<file path="config.mk">
export PLATFORM = sky130hd
export DESIGN_NAME = hwc_config
export DESIGN_NICKNAME = d
export VERILOG_FILES = /design/src/verilog/hwc_pkg.sv /design/src/verilog/hwc_config.sv
export VERILOG_INCLUDE_DIRS = /design/src /design/src/verilog
export SDC_FILE = /design/constraint.sdc
export NUM_CORES = 1
export LEC_CHECK = 0
export BUFFER_PORTS_ARGS = -buffer_cell sky130_fd_sc_hd__buf_2
export CORE_AREA = 3 3 88 90
export CTS_CLUSTER_DIAMETER = 80
export DETAILED_ROUTE_END_ITERATION = 8
export DIE_AREA = 0 0 91 93
export PLACE_DENSITY = 0.79
export SLEW_MARGIN = 20
export SYNTH_ARGS = -nofsm -noshare
export SYNTH_HDL_FRONTEND = slang
export SYNTH_SLANG_ARGS = --single-unit
export TNS_END_PERCENT = 1
</file>
<file path="constraint.sdc">
create_clock -name clk -period 2.2 [get_ports clk]
set_input_delay 0 -clock clk [delete_from_list [all_inputs] [get_ports clk]]
set_output_delay 0 -clock clk [all_outputs]
set_load 0.03 [all_outputs]
</file>
<file path="src/verilog/hwc_defs.svh">
// offsets, field positions, reset values and timing counts of the configuration block
`ifndef HWC_DEFS_SVH
`define HWC_DEFS_SVH

`define HWC_OFF_HARDWARE_CONFIGURATION        8'h10
`define HWC_OFF_EE_CMD        8'hb0

`define HWC_BIT_FULL_RST      0
`define HWC_BIT_LITE_RST      1
`define HWC_BIT_TO_SEL        3
`define HWC_BIT_PACK          4
`define HWC_BIT_SLEEP_POL     5
`define HWC_BIT_SLEEP_MODE    6
`define HWC_BIT_PROTECT       12
`define HWC_BIT_EMUL          13
`define HWC_BIT_DETACH        15
`define HWC_BIT_REF_EN        24
`define HWC_BIT_FAST_EN       25
`define HWC_BIT_EE_TO_FLAG    0

`define HWC_IMG_FAST          0
`define HWC_IMG_REF           1
`define HWC_IMG_MODE          2
`define HWC_IMG_POL           4
`define HWC_IMG_RESET         5'h00

`define HWC_MODE_RESET        2'h0
`define HWC_MODE_L2           2'h0
`define HWC_MODE_L1           2'h1
`define HWC_MODE_L0           2'h2
`define HWC_MODE_L3           2'h3

`define HWC_CLK_MHZ           200
`define HWC_CLK_PERIOD_NS     5
`define HWC_EE_TO_LONG_MS     30
`define HWC_EE_TO_SHORT_NS    1280
`define HWC_EE_TO_SHORT_CYC   ((`HWC_EE_TO_SHORT_NS * `HWC_CLK_MHZ) / 1000)
`define HWC_EE_TO_LONG_CYC    (`HWC_EE_TO_LONG_MS * `HWC_CLK_MHZ * 1000)
`define HWC_REF_MHZ           25
`define HWC_REF_HALF_CYC      (1000 / (2 * `HWC_REF_MHZ * `HWC_CLK_PERIOD_NS))
`define HWC_LITE_CYC          8'h10
`define HWC_SETTLE_CYC        8'h10

`endif

</file>
<file path="src/verilog/hwc_pkg.sv">
// types of the configuration and soft reset block
package hwc_pkg;
    typedef enum logic [1:0] {
        HWC_IDLE,
        HWC_LITE,
        HWC_FULL_LOAD,
        HWC_FULL_SETTLE
    } hwc_seq_t;
endpackage

</file>
<file path="src/verilog/hwc_config.sv">
// hardware configuration register, soft resets, sleep pin and eeprom timeout
`timescale 1ns/100ps
`default_nettype none
`include "hwc_defs.svh"

module hwc_config
    import hwc_pkg::*;
#(
    parameter int unsigned EE_TO_LONG_CYCLES = `HWC_EE_TO_LONG_CYC
) (
    input  wire logic        clk,
    input  wire logic        rst_n,
    input  wire logic        wb_cyc_i,
    input  wire logic        wb_stb_i,
    input  wire logic        wb_we_i,
    input  wire logic [7:0]  wb_adr_i,
    input  wire logic [3:0]  wb_sel_i,
    input  wire logic [31:0] wb_dat_i,
    output logic      [31:0] wb_dat_o,
    output logic             wb_ack_o,
    input  wire logic        eepromPresent,
    input  wire logic        otpConfigured,
    input  wire logic        imageLoad,
    input  wire logic [4:0]  eepromImage,
    input  wire logic [4:0]  otpImage,
    output logic             imageReloadReq,
    input  wire logic        usbReset,
    input  wire logic        detachOccurred,
    input  wire logic        detachEvent,
    input  wire logic        sleepLevel0,
    input  wire logic        sleepLevel1,
    input  wire logic        sleepLevel2,
    input  wire logic        sleepLevel3,
    input  wire logic        cableDetached,
    output logic             sleepPin,
    output logic             useDescriptorRam,
    output logic             framePackingEnable,
    input  wire logic        eepromAccessStart,
    input  wire logic        eepromResponse,
    output logic             eepromTimeout,
    output logic             liteResetActive,
    output logic             fullResetActive,
    output logic             phyDisconnect,
    output logic             internalFastClockEnable,
    output logic             referenceClockOutput
);

    localparam logic [22:0] EE_LONG  = 23'(EE_TO_LONG_CYCLES);
    localparam logic [22:0] EE_SHORT = 23'(`HWC_EE_TO_SHORT_CYC);
    localparam logic [1:0]  REF_HALF = 2'(`HWC_REF_HALF_CYC - 1);

    // configuration register group
    logic        emulSelQ, emulSelD;
    logic        protectQ, protectD;
    logic [1:0]  modeQ, modeD;
    logic        polQ, polD;
    logic        packQ, packD;
    logic        toSelQ, toSelD;
    logic        detachQ, detachD;
    logic        fastEnQ, fastEnD;
    logic        refEnQ, refEnD;
    logic [4:0]  imageQ, imageD;
    logic        startupQ, startupD;
    logic        initPendQ, initPendD;
    hwc_seq_t    seqQ, seqD;
    logic [7:0]  seqCntQ, seqCntD;
    logic        reloadQ, reloadD;
    logic        restore;

    // bus group
    logic        ackQ, ackD;
    logic [31:0] datQ, datD;
    logic [31:0] readVal;
    logic        wrCfg, wrEe;

    // eeprom timeout group
    logic        eeBusyQ, eeBusyD;
    logic [22:0] eeCntQ, eeCntD;
    logic        eeFlagQ, eeFlagD;
    logic        eeToQ, eeToD;
    logic [22:0] eeLimit;

    // pin group
    logic        sleepQ, sleepD;
    logic        sleepAssert;
    logic [1:0]  divQ, divD;
    logic        refClkQ, refClkD;

    assign wrCfg = wb_cyc_i && wb_stb_i && wb_we_i && ackQ && (wb_adr_i == `HWC_OFF_HARDWARE_CONFIGURATION);
    assign wrEe  = wb_cyc_i && wb_stb_i && wb_we_i && ackQ && (wb_adr_i == `HWC_OFF_EE_CMD);

    always_comb begin
        emulSelD  = emulSelQ;
        protectD  = protectQ;
        modeD     = modeQ;
        polD      = polQ;
        packD     = packQ;
        toSelD    = toSelQ;
        detachD   = detachQ;
        fastEnD   = fastEnQ;
        refEnD    = refEnQ;
        imageD    = imageQ;
        startupD  = 1'b0;
        initPendD = initPendQ;
        seqD      = seqQ;
        seqCntD   = seqCntQ;
        reloadD   = 1'b0;
        restore   = 1'b0;
        if (imageLoad) begin
            if (eepromPresent) begin
                imageD = eepromImage;
            end else if (otpConfigured) begin
                imageD = otpImage;
            end else begin
                imageD = `HWC_IMG_RESET;
            end
        end
        // power-on defaults come from the first image, protection ignored
        if (initPendQ && imageLoad) begin
            initPendD = 1'b0;
            fastEnD   = imageD[`HWC_IMG_FAST];
            refEnD    = imageD[`HWC_IMG_REF];
            modeD     = imageD[`HWC_IMG_MODE +: 2];
            polD      = imageD[`HWC_IMG_POL];
        end
        // detach level is caught on the first clock after power-on release
        if (startupQ) begin
            detachD = detachOccurred;
        end
        // reserved bits are simply not decoded
        if (wrCfg) begin
            if (wb_sel_i[0]) begin
                toSelD = wb_dat_i[`HWC_BIT_TO_SEL];
                packD  = wb_dat_i[`HWC_BIT_PACK];
                polD   = wb_dat_i[`HWC_BIT_SLEEP_POL];
                modeD  = wb_dat_i[`HWC_BIT_SLEEP_MODE +: 2];
            end
            if (wb_sel_i[1]) begin
                protectD = wb_dat_i[`HWC_BIT_PROTECT];
                emulSelD = wb_dat_i[`HWC_BIT_EMUL];
                if (wb_dat_i[`HWC_BIT_DETACH]) begin
                    detachD = 1'b0;
                end
            end
            if (wb_sel_i[3]) begin
                refEnD  = wb_dat_i[`HWC_BIT_REF_EN];
                fastEnD = wb_dat_i[`HWC_BIT_FAST_EN];
            end
        end
        // a new detach event beats a clear in the same cycle
        if (detachEvent) begin
            detachD = 1'b1;
        end
        case (seqQ)
            HWC_IDLE: begin
                // full reset wins if both start bits are written together
                if (wrCfg && wb_sel_i[0] && wb_dat_i[`HWC_BIT_FULL_RST]) begin
                    seqD    = HWC_FULL_LOAD;
                    reloadD = 1'b1;
                end else if (wrCfg && wb_sel_i[0] && wb_dat_i[`HWC_BIT_LITE_RST]) begin
                    seqD    = HWC_LITE;
                    seqCntD = 8'h00;
                end
            end
            HWC_LITE: begin
                seqCntD = seqCntQ + 8'h01;
                if (seqCntQ == `HWC_LITE_CYC - 8'h01) begin
                    seqD    = HWC_IDLE;
                    restore = 1'b1;
                end
            end
            HWC_FULL_LOAD: begin
                if (imageLoad) begin
                    seqD    = HWC_FULL_SETTLE;
                    seqCntD = 8'h00;
                end
            end
            HWC_FULL_SETTLE: begin
                seqCntD = seqCntQ + 8'h01;
                if (seqCntQ == `HWC_SETTLE_CYC - 8'h01) begin
                    seqD    = HWC_IDLE;
                    restore = 1'b1;
                end
            end
            default: begin
                seqD = HWC_IDLE;
            end
        endcase
        if (usbReset) begin
            restore = 1'b1;
        end
        // restore at the end of a lite or full reset sequence and on usb reset
        if (restore) begin
            packD  = 1'b0;
            toSelD = 1'b0;
            if (!protectQ) begin
                emulSelD = 1'b0;
                protectD = 1'b0;
                fastEnD  = imageD[`HWC_IMG_FAST];
                refEnD   = imageD[`HWC_IMG_REF];
                modeD    = imageD[`HWC_IMG_MODE +: 2];
                polD     = imageD[`HWC_IMG_POL];
            end
        end
    end

    always_ff @(posedge clk or negedge rst_n) begin
        if (!rst_n) begin
            emulSelQ  <= 1'b0;
            protectQ  <= 1'b0;
            modeQ     <= `HWC_MODE_RESET;
            polQ      <= 1'b0;
            packQ     <= 1'b0;
            toSelQ    <= 1'b0;
            detachQ   <= 1'b0;
            fastEnQ   <= 1'b0;
            refEnQ    <= 1'b0;
            imageQ    <= `HWC_IMG_RESET;
            startupQ  <= 1'b1;
            initPendQ <= 1'b1;
            seqQ      <= HWC_IDLE;
            seqCntQ   <= 8'h00;
            reloadQ   <= 1'b0;
        end else begin
            emulSelQ  <= emulSelD;
            protectQ  <= protectD;
            modeQ     <= modeD;
            polQ      <= polD;
            packQ     <= packD;
            toSelQ    <= toSelD;
            detachQ   <= detachD;
            fastEnQ   <= fastEnD;
            refEnQ    <= refEnD;
            imageQ    <= imageD;
            startupQ  <= startupD;
            initPendQ <= initPendD;
            seqQ      <= seqD;
            seqCntQ   <= seqCntD;
            reloadQ   <= reloadD;
        end
    end

    always_comb begin
        readVal = 32'h0000_0000;
        if (wb_adr_i == `HWC_OFF_HARDWARE_CONFIGURATION) begin
            readVal[`HWC_BIT_FULL_RST]       = (seqQ == HWC_FULL_LOAD) || (seqQ == HWC_FULL_SETTLE);
            readVal[`HWC_BIT_LITE_RST]       = (seqQ == HWC_LITE);
            readVal[`HWC_BIT_TO_SEL]         = toSelQ;
            readVal[`HWC_BIT_PACK]           = packQ;
            readVal[`HWC_BIT_SLEEP_POL]      = polQ;
            readVal[`HWC_BIT_SLEEP_MODE +: 2] = modeQ;
            readVal[`HWC_BIT_PROTECT]        = protectQ;
            readVal[`HWC_BIT_EMUL]           = emulSelQ;
            readVal[`HWC_BIT_DETACH]         = detachQ;
            readVal[`HWC_BIT_REF_EN]         = refEnQ;
            readVal[`HWC_BIT_FAST_EN]        = fastEnQ;
        end else if (wb_adr_i == `HWC_OFF_EE_CMD) begin
            readVal[`HWC_BIT_EE_TO_FLAG]     = eeFlagQ;
        end
        // one wait state; ack falls the cycle after it was given
        ackD = wb_cyc_i && wb_stb_i && !ackQ;
        datD = ackD ? readVal : 32'h0000_0000;
    end

    always_ff @(posedge clk or negedge rst_n) begin
        if (!rst_n) begin
            ackQ <= 1'b0;
            datQ <= 32'h0000_0000;
        end else begin
            ackQ <= ackD;
            datQ <= datD;
        end
    end

    always_comb begin
        eeLimit = toSelQ ? EE_SHORT : EE_LONG;
        eeBusyD = eeBusyQ;
        eeCntD  = eeCntQ;
        eeFlagD = eeFlagQ;
        eeToD   = 1'b0;
        if (wrEe && wb_sel_i[0] && wb_dat_i[`HWC_BIT_EE_TO_FLAG]) begin
            eeFlagD = 1'b0;
        end
        if (eepromAccessStart) begin
            eeBusyD = 1'b1;
            eeCntD  = 23'h000000;
        end else if (eeBusyQ && eepromResponse) begin
            eeBusyD = 1'b0;
        end else if (eeBusyQ) begin
            eeCntD = eeCntQ + 23'h000001;
            if (eeCntQ == eeLimit - 23'h000001) begin
                eeBusyD = 1'b0;
                eeToD   = 1'b1;
                eeFlagD = 1'b1;
            end
        end
    end

    always_ff @(posedge clk or negedge rst_n) begin
        if (!rst_n) begin
            eeBusyQ <= 1'b0;
            eeCntQ  <= 23'h000000;
            eeFlagQ <= 1'b0;
            eeToQ   <= 1'b0;
        end else begin
            eeBusyQ <= eeBusyD;
            eeCntQ  <= eeCntD;
            eeFlagQ <= eeFlagD;
            eeToQ   <= eeToD;
        end
    end

    always_comb begin
        case (modeQ)
            `HWC_MODE_L2: sleepAssert = sleepLevel2;
            `HWC_MODE_L1: sleepAssert = sleepLevel2 || sleepLevel1 || cableDetached;
            `HWC_MODE_L0: sleepAssert = sleepLevel2 || sleepLevel1 || sleepLevel0
                                        || cableDetached;
            `HWC_MODE_L3: sleepAssert = sleepLevel3 || sleepLevel2 || sleepLevel1
                                        || sleepLevel0 || cableDetached;
            default:      sleepAssert = 1'b0;
        endcase
        sleepD = polQ ? sleepAssert : !sleepAssert;
        // 200 MHz divided by eight gives the 25 MHz reference
        divD    = 2'h0;
        refClkD = 1'b0;
        if (refEnQ) begin
            divD    = (divQ == REF_HALF) ? 2'h0 : divQ + 2'h1;
            refClkD = (divQ == REF_HALF) ? !refClkQ : refClkQ;
        end
    end

    always_ff @(posedge clk or negedge rst_n) begin
        if (!rst_n) begin
            sleepQ  <= 1'b1;
            divQ    <= 2'h0;
            refClkQ <= 1'b0;
        end else begin
            sleepQ  <= sleepD;
            divQ    <= divD;
            refClkQ <= refClkD;
        end
    end

    assign wb_ack_o                = ackQ;
    assign wb_dat_o                = datQ;
    assign sleepPin                = sleepQ;
    assign referenceClockOutput    = refClkQ;
    assign eepromTimeout           = eeToQ;
    assign imageReloadReq          = reloadQ;
    // the 125 MHz generator itself sits in the clock unit
    assign internalFastClockEnable = fastEnQ;
    assign framePackingEnable      = packQ;
    assign useDescriptorRam        = emulSelQ && !eepromPresent && !otpConfigured;
    assign liteResetActive         = (seqQ == HWC_LITE);
    assign fullResetActive         = (seqQ == HWC_FULL_LOAD) || (seqQ == HWC_FULL_SETTLE);
    assign phyDisconnect           = fullResetActive;

endmodule
`default_nettype wire

</file>
==> metrics.md <==
| Metric | Value |
|---|---|
| Tightest Hold Check Type | `in2reg` |
| Max-cap check violation count | `0` |
| Largest cells by area after synthesis | `dfrtp_1 48%, buf_4 4.4%, a21oi_1 3.5%` |
| VDD IR max | `0.3319 mV` |
| RSZ-0062 raised after global routing | `no` |
| Setup Viol. Count Final | `0` |
| CTS sink count | `71` |
| Area Overhead vs Synth | `25.04%` |
| Top FF cell, synth | `dfrtp_1` |
| Synthesis-stage register bit count | `71` |
| Post-route ant nets | `0` |
| Most numerous cell in the Yosys netlist | `dfrtp_1` |
| Clk_skew | `0.01254 ns` |
| DRC | `0` |
| Number of port buffers | `73` |
| Final HPWL DP | `5841 um` |
| CP Cell Sequence | `nand4_2, or3_4, or4_1, a21oi_1` |
| Max incr delay on CP | `0.53 ns` |
| Total die area | `8463 um2` |
| Leak | `2.084 nW` |
| Final period util | `86.66%` |
| Seq/Total Area, Yosys | `49.70%` |
| Worst slew margin | `56.43%` |
| RePlAce Congestion | `0.8604` |
| Total routed wirelength | `8586 um` |
| Die X | `91 um` |
| Worst-path maximum fanout | `20` |
| Wirelength per Cell | `15.36 um` |
| GRT Total Usage | `20.69%` |
| Largest net degree at the start of global routing | `45` |
| Syn Inst Count | `356` |
| Post-synth EDFFs | `0` |
| Worst-Skew Late Latency | `0.35 ns` |
| Clk root buf | `clkbuf_8` |
| First-pass GRT wire length | `14100 um` |
| Worst path slowest cell | `or4_1` |
| Power Density | `676.7 nW/um2` |
| Most frequent cells after synthesis | `68 x dfrtp_1, 25 x a21oi_1, 23 x nor2_1` |
| Final Power | `3.031 mW` |
| Yosys top cell area share | `47.50%` |
| CP Launch Type | `flop` |
| Worst EP required | `2.46 ns` |
| Vias per cell | `5.515` |
| Register clock-pin slew on the reported worst setup and hold paths | `0.07 ns` |
| Final Hold Viols | `1` |
| Cts bufs inserted | `9` |
| Final Max Slew Viols | `0` |
| CTS H-Tree Depth | `3` |
| Post-synth ARST share | `100.0%` |
| Setup crit end kind | `flop` |
| Initial Utilization | `50.19%` |
| Ports | `115` |
| Share of layout cells above drive strength 1 | `22.88%` |
| Synth area leader | `dfrtp_1` |
| Worst Setup Path Type | `reg2reg` |
| Failing checks | `negative hold slack` |
| Row count | `31` |
| DR pass1 iterations | `5` |
| Distinct cells, synth | `44` |
| Setup TNS | `0 ns` |
| Drt first-iter violations | `166` |
| Initial antenna violation count | `0` |
| Grt total ovfl | `0` |
| Synthesis warning total | `0` |
| Min Hold Slack | `-0.01433 ns` |
| CTS tree | `done` |
| Period minus WS final | `1.906 ns` |
| CTS-repair resized insts | `0` |
| Post-Synthesis Cell Area | `3582 um2` |
| Vias in the first global route | `3011` |
| Core area | `7137 um2` |
| Worst-Margin Slew | `0.6535 ns` |
| Outcome | `complete, but fails checks` |
| Syn_area_per_cell | `10.06 um2` |
| # nets final | `529` |
| Arr. time, crit path | `2.17 ns` |
| Max Freq | `524.5 MHz` |
| DR vias | `3083` |
| Die height | `93 um` |
| Post-CTS Setup Repair Bufs | `0` |
| Maximum root-to-sink buffer count | `2` |
==> per-layer routing <==
layer	vias to the layer above	part of all wire, %	track usage, %
met5	-	0	0
met4	0	2.0	8.166
met3	22	6.8	4.264
met2	117	51	34.33
met1	1493	41	26.66
li1	1451	-	-
==> through the flow <==
stage / worst slack [ns] / cell area, um2 / cells / utilization (%)
CTS: 0.06914 / 4487 / 559 / 62.87
floorplan: 0.4034 / 3657 / 376 / -
detailed placement: 0.3169 / 3981 / 517 / 55.79
finish: 0.2935 / 4479 / 559 / 62.76
global route: 0.1791 / 4477 / 558 / 62.73
global placement: 0.3651 / 3981 / 517 / 55.79
==> cell usage in the layout (no fill, tap or decap), types with 6 or more instances in the layout <==
cell type	synthesis	layout
a21oi_1	25	25
a22o_1	6	6
a31oi_1	13	13
and2_1	17	17
and3_1	6	6
buf_2	1	73
buf_4	21	6
clkbuf_8	0	9
conb_1	1	21
dfrtp_1	68	68
dlygate4sd3_1	0	25
mux2i_1	9	9
nand2_1	21	21
nand3_1	10	10
nand3b_1	7	7
nand4_1	11	11
nor2_1	23	23
nor3_1	8	8
nor4_1	8	8
o21ai_0	7	7
o31ai_1	7	7
or4_1	8	8
xnor2_1	9	9
xor2_1	11	11
==> logic make-up after synthesis <==
| family | after synthesis | synth area share, % |
|---|---|---|
| AOI/OAI and AO/OA | 63 | 10.90 |
| xor gates and xnor gates | 20 | 4.890 |
| adders and majority gates | 3 | 1.048 |
| buffers and inverters | 41 | 6.741 |
| DFF | 71 | 49.70 |
| muxes | 10 | 2.829 |
| other | 1 | 0.1047 |
| and+or+nand+nor | 147 | 23.79 |
==> flip-flops by register name (all words and copies together) (netlist names), 2 cells and up <==
register	count
wb_dat_o	12
seqQ	2
imageQ	5
modeQ	2
divQ	2
seqCntQ	8
eeCntQ	23
==> area by class of cell <==
type	instances	area [um2]
fillers	591	2658
flip-flops and latches	71	1780
multi-input cells	264	1635
repair buffers	105	680.7
clock buffers	9	123.9
well taps	99	123.9
clock inverters	7	121.4
inverters	3	11.26
diodes	1	2.502
==> power breakdown <==
part / switching (mW) / total (mW) / internal (mW)
combinational: 0.217 / 0.363 / 0.147
sequential: 0.0434 / 1.41 / 1.37
clock: 0.503 / 1.26 / 0.756
total: 0.763 / 3.03 / 2.27
==> worst paths after layout <==
check / cells after the start / slack, ns / start / endpoint
setup / recovery: 4 / 0.29 / eeCntQ[2] / eeCntQ[20]
hold / removal: 3 / -0.01 / wb_adr_i[6] / wb_dat_o[0]
setup reg to reg: 4 / 0.29 / eeCntQ[2] / eeCntQ[20]
hold reg to reg: 1 / 0.44 / divQ[0] / divQ[0]
max in group asynchronous: 3 / 1.28 / rst_n / initPendQ
min in group asynchronous: 2 / 0.21 / rst_n / wb_dat_o[13]
==> worst max-delay path, delay by kind of cell (launching register included) <==
family / cells / cell delay (ns)
flops: 1 / 0.44
simple gates: 3 / 1.22
compound gates: 1 / 0.16
==> timing repair <==
| action | 4_1_cts | 5_1_grt |
|---|---|---|
| hold endpoints to repair | 45 | 0 |
| hold buffers | 26 | 0 |
| setup endpoints to repair | 0 | 1 |
Note: power is estimated with default switching activity, not from simulation.
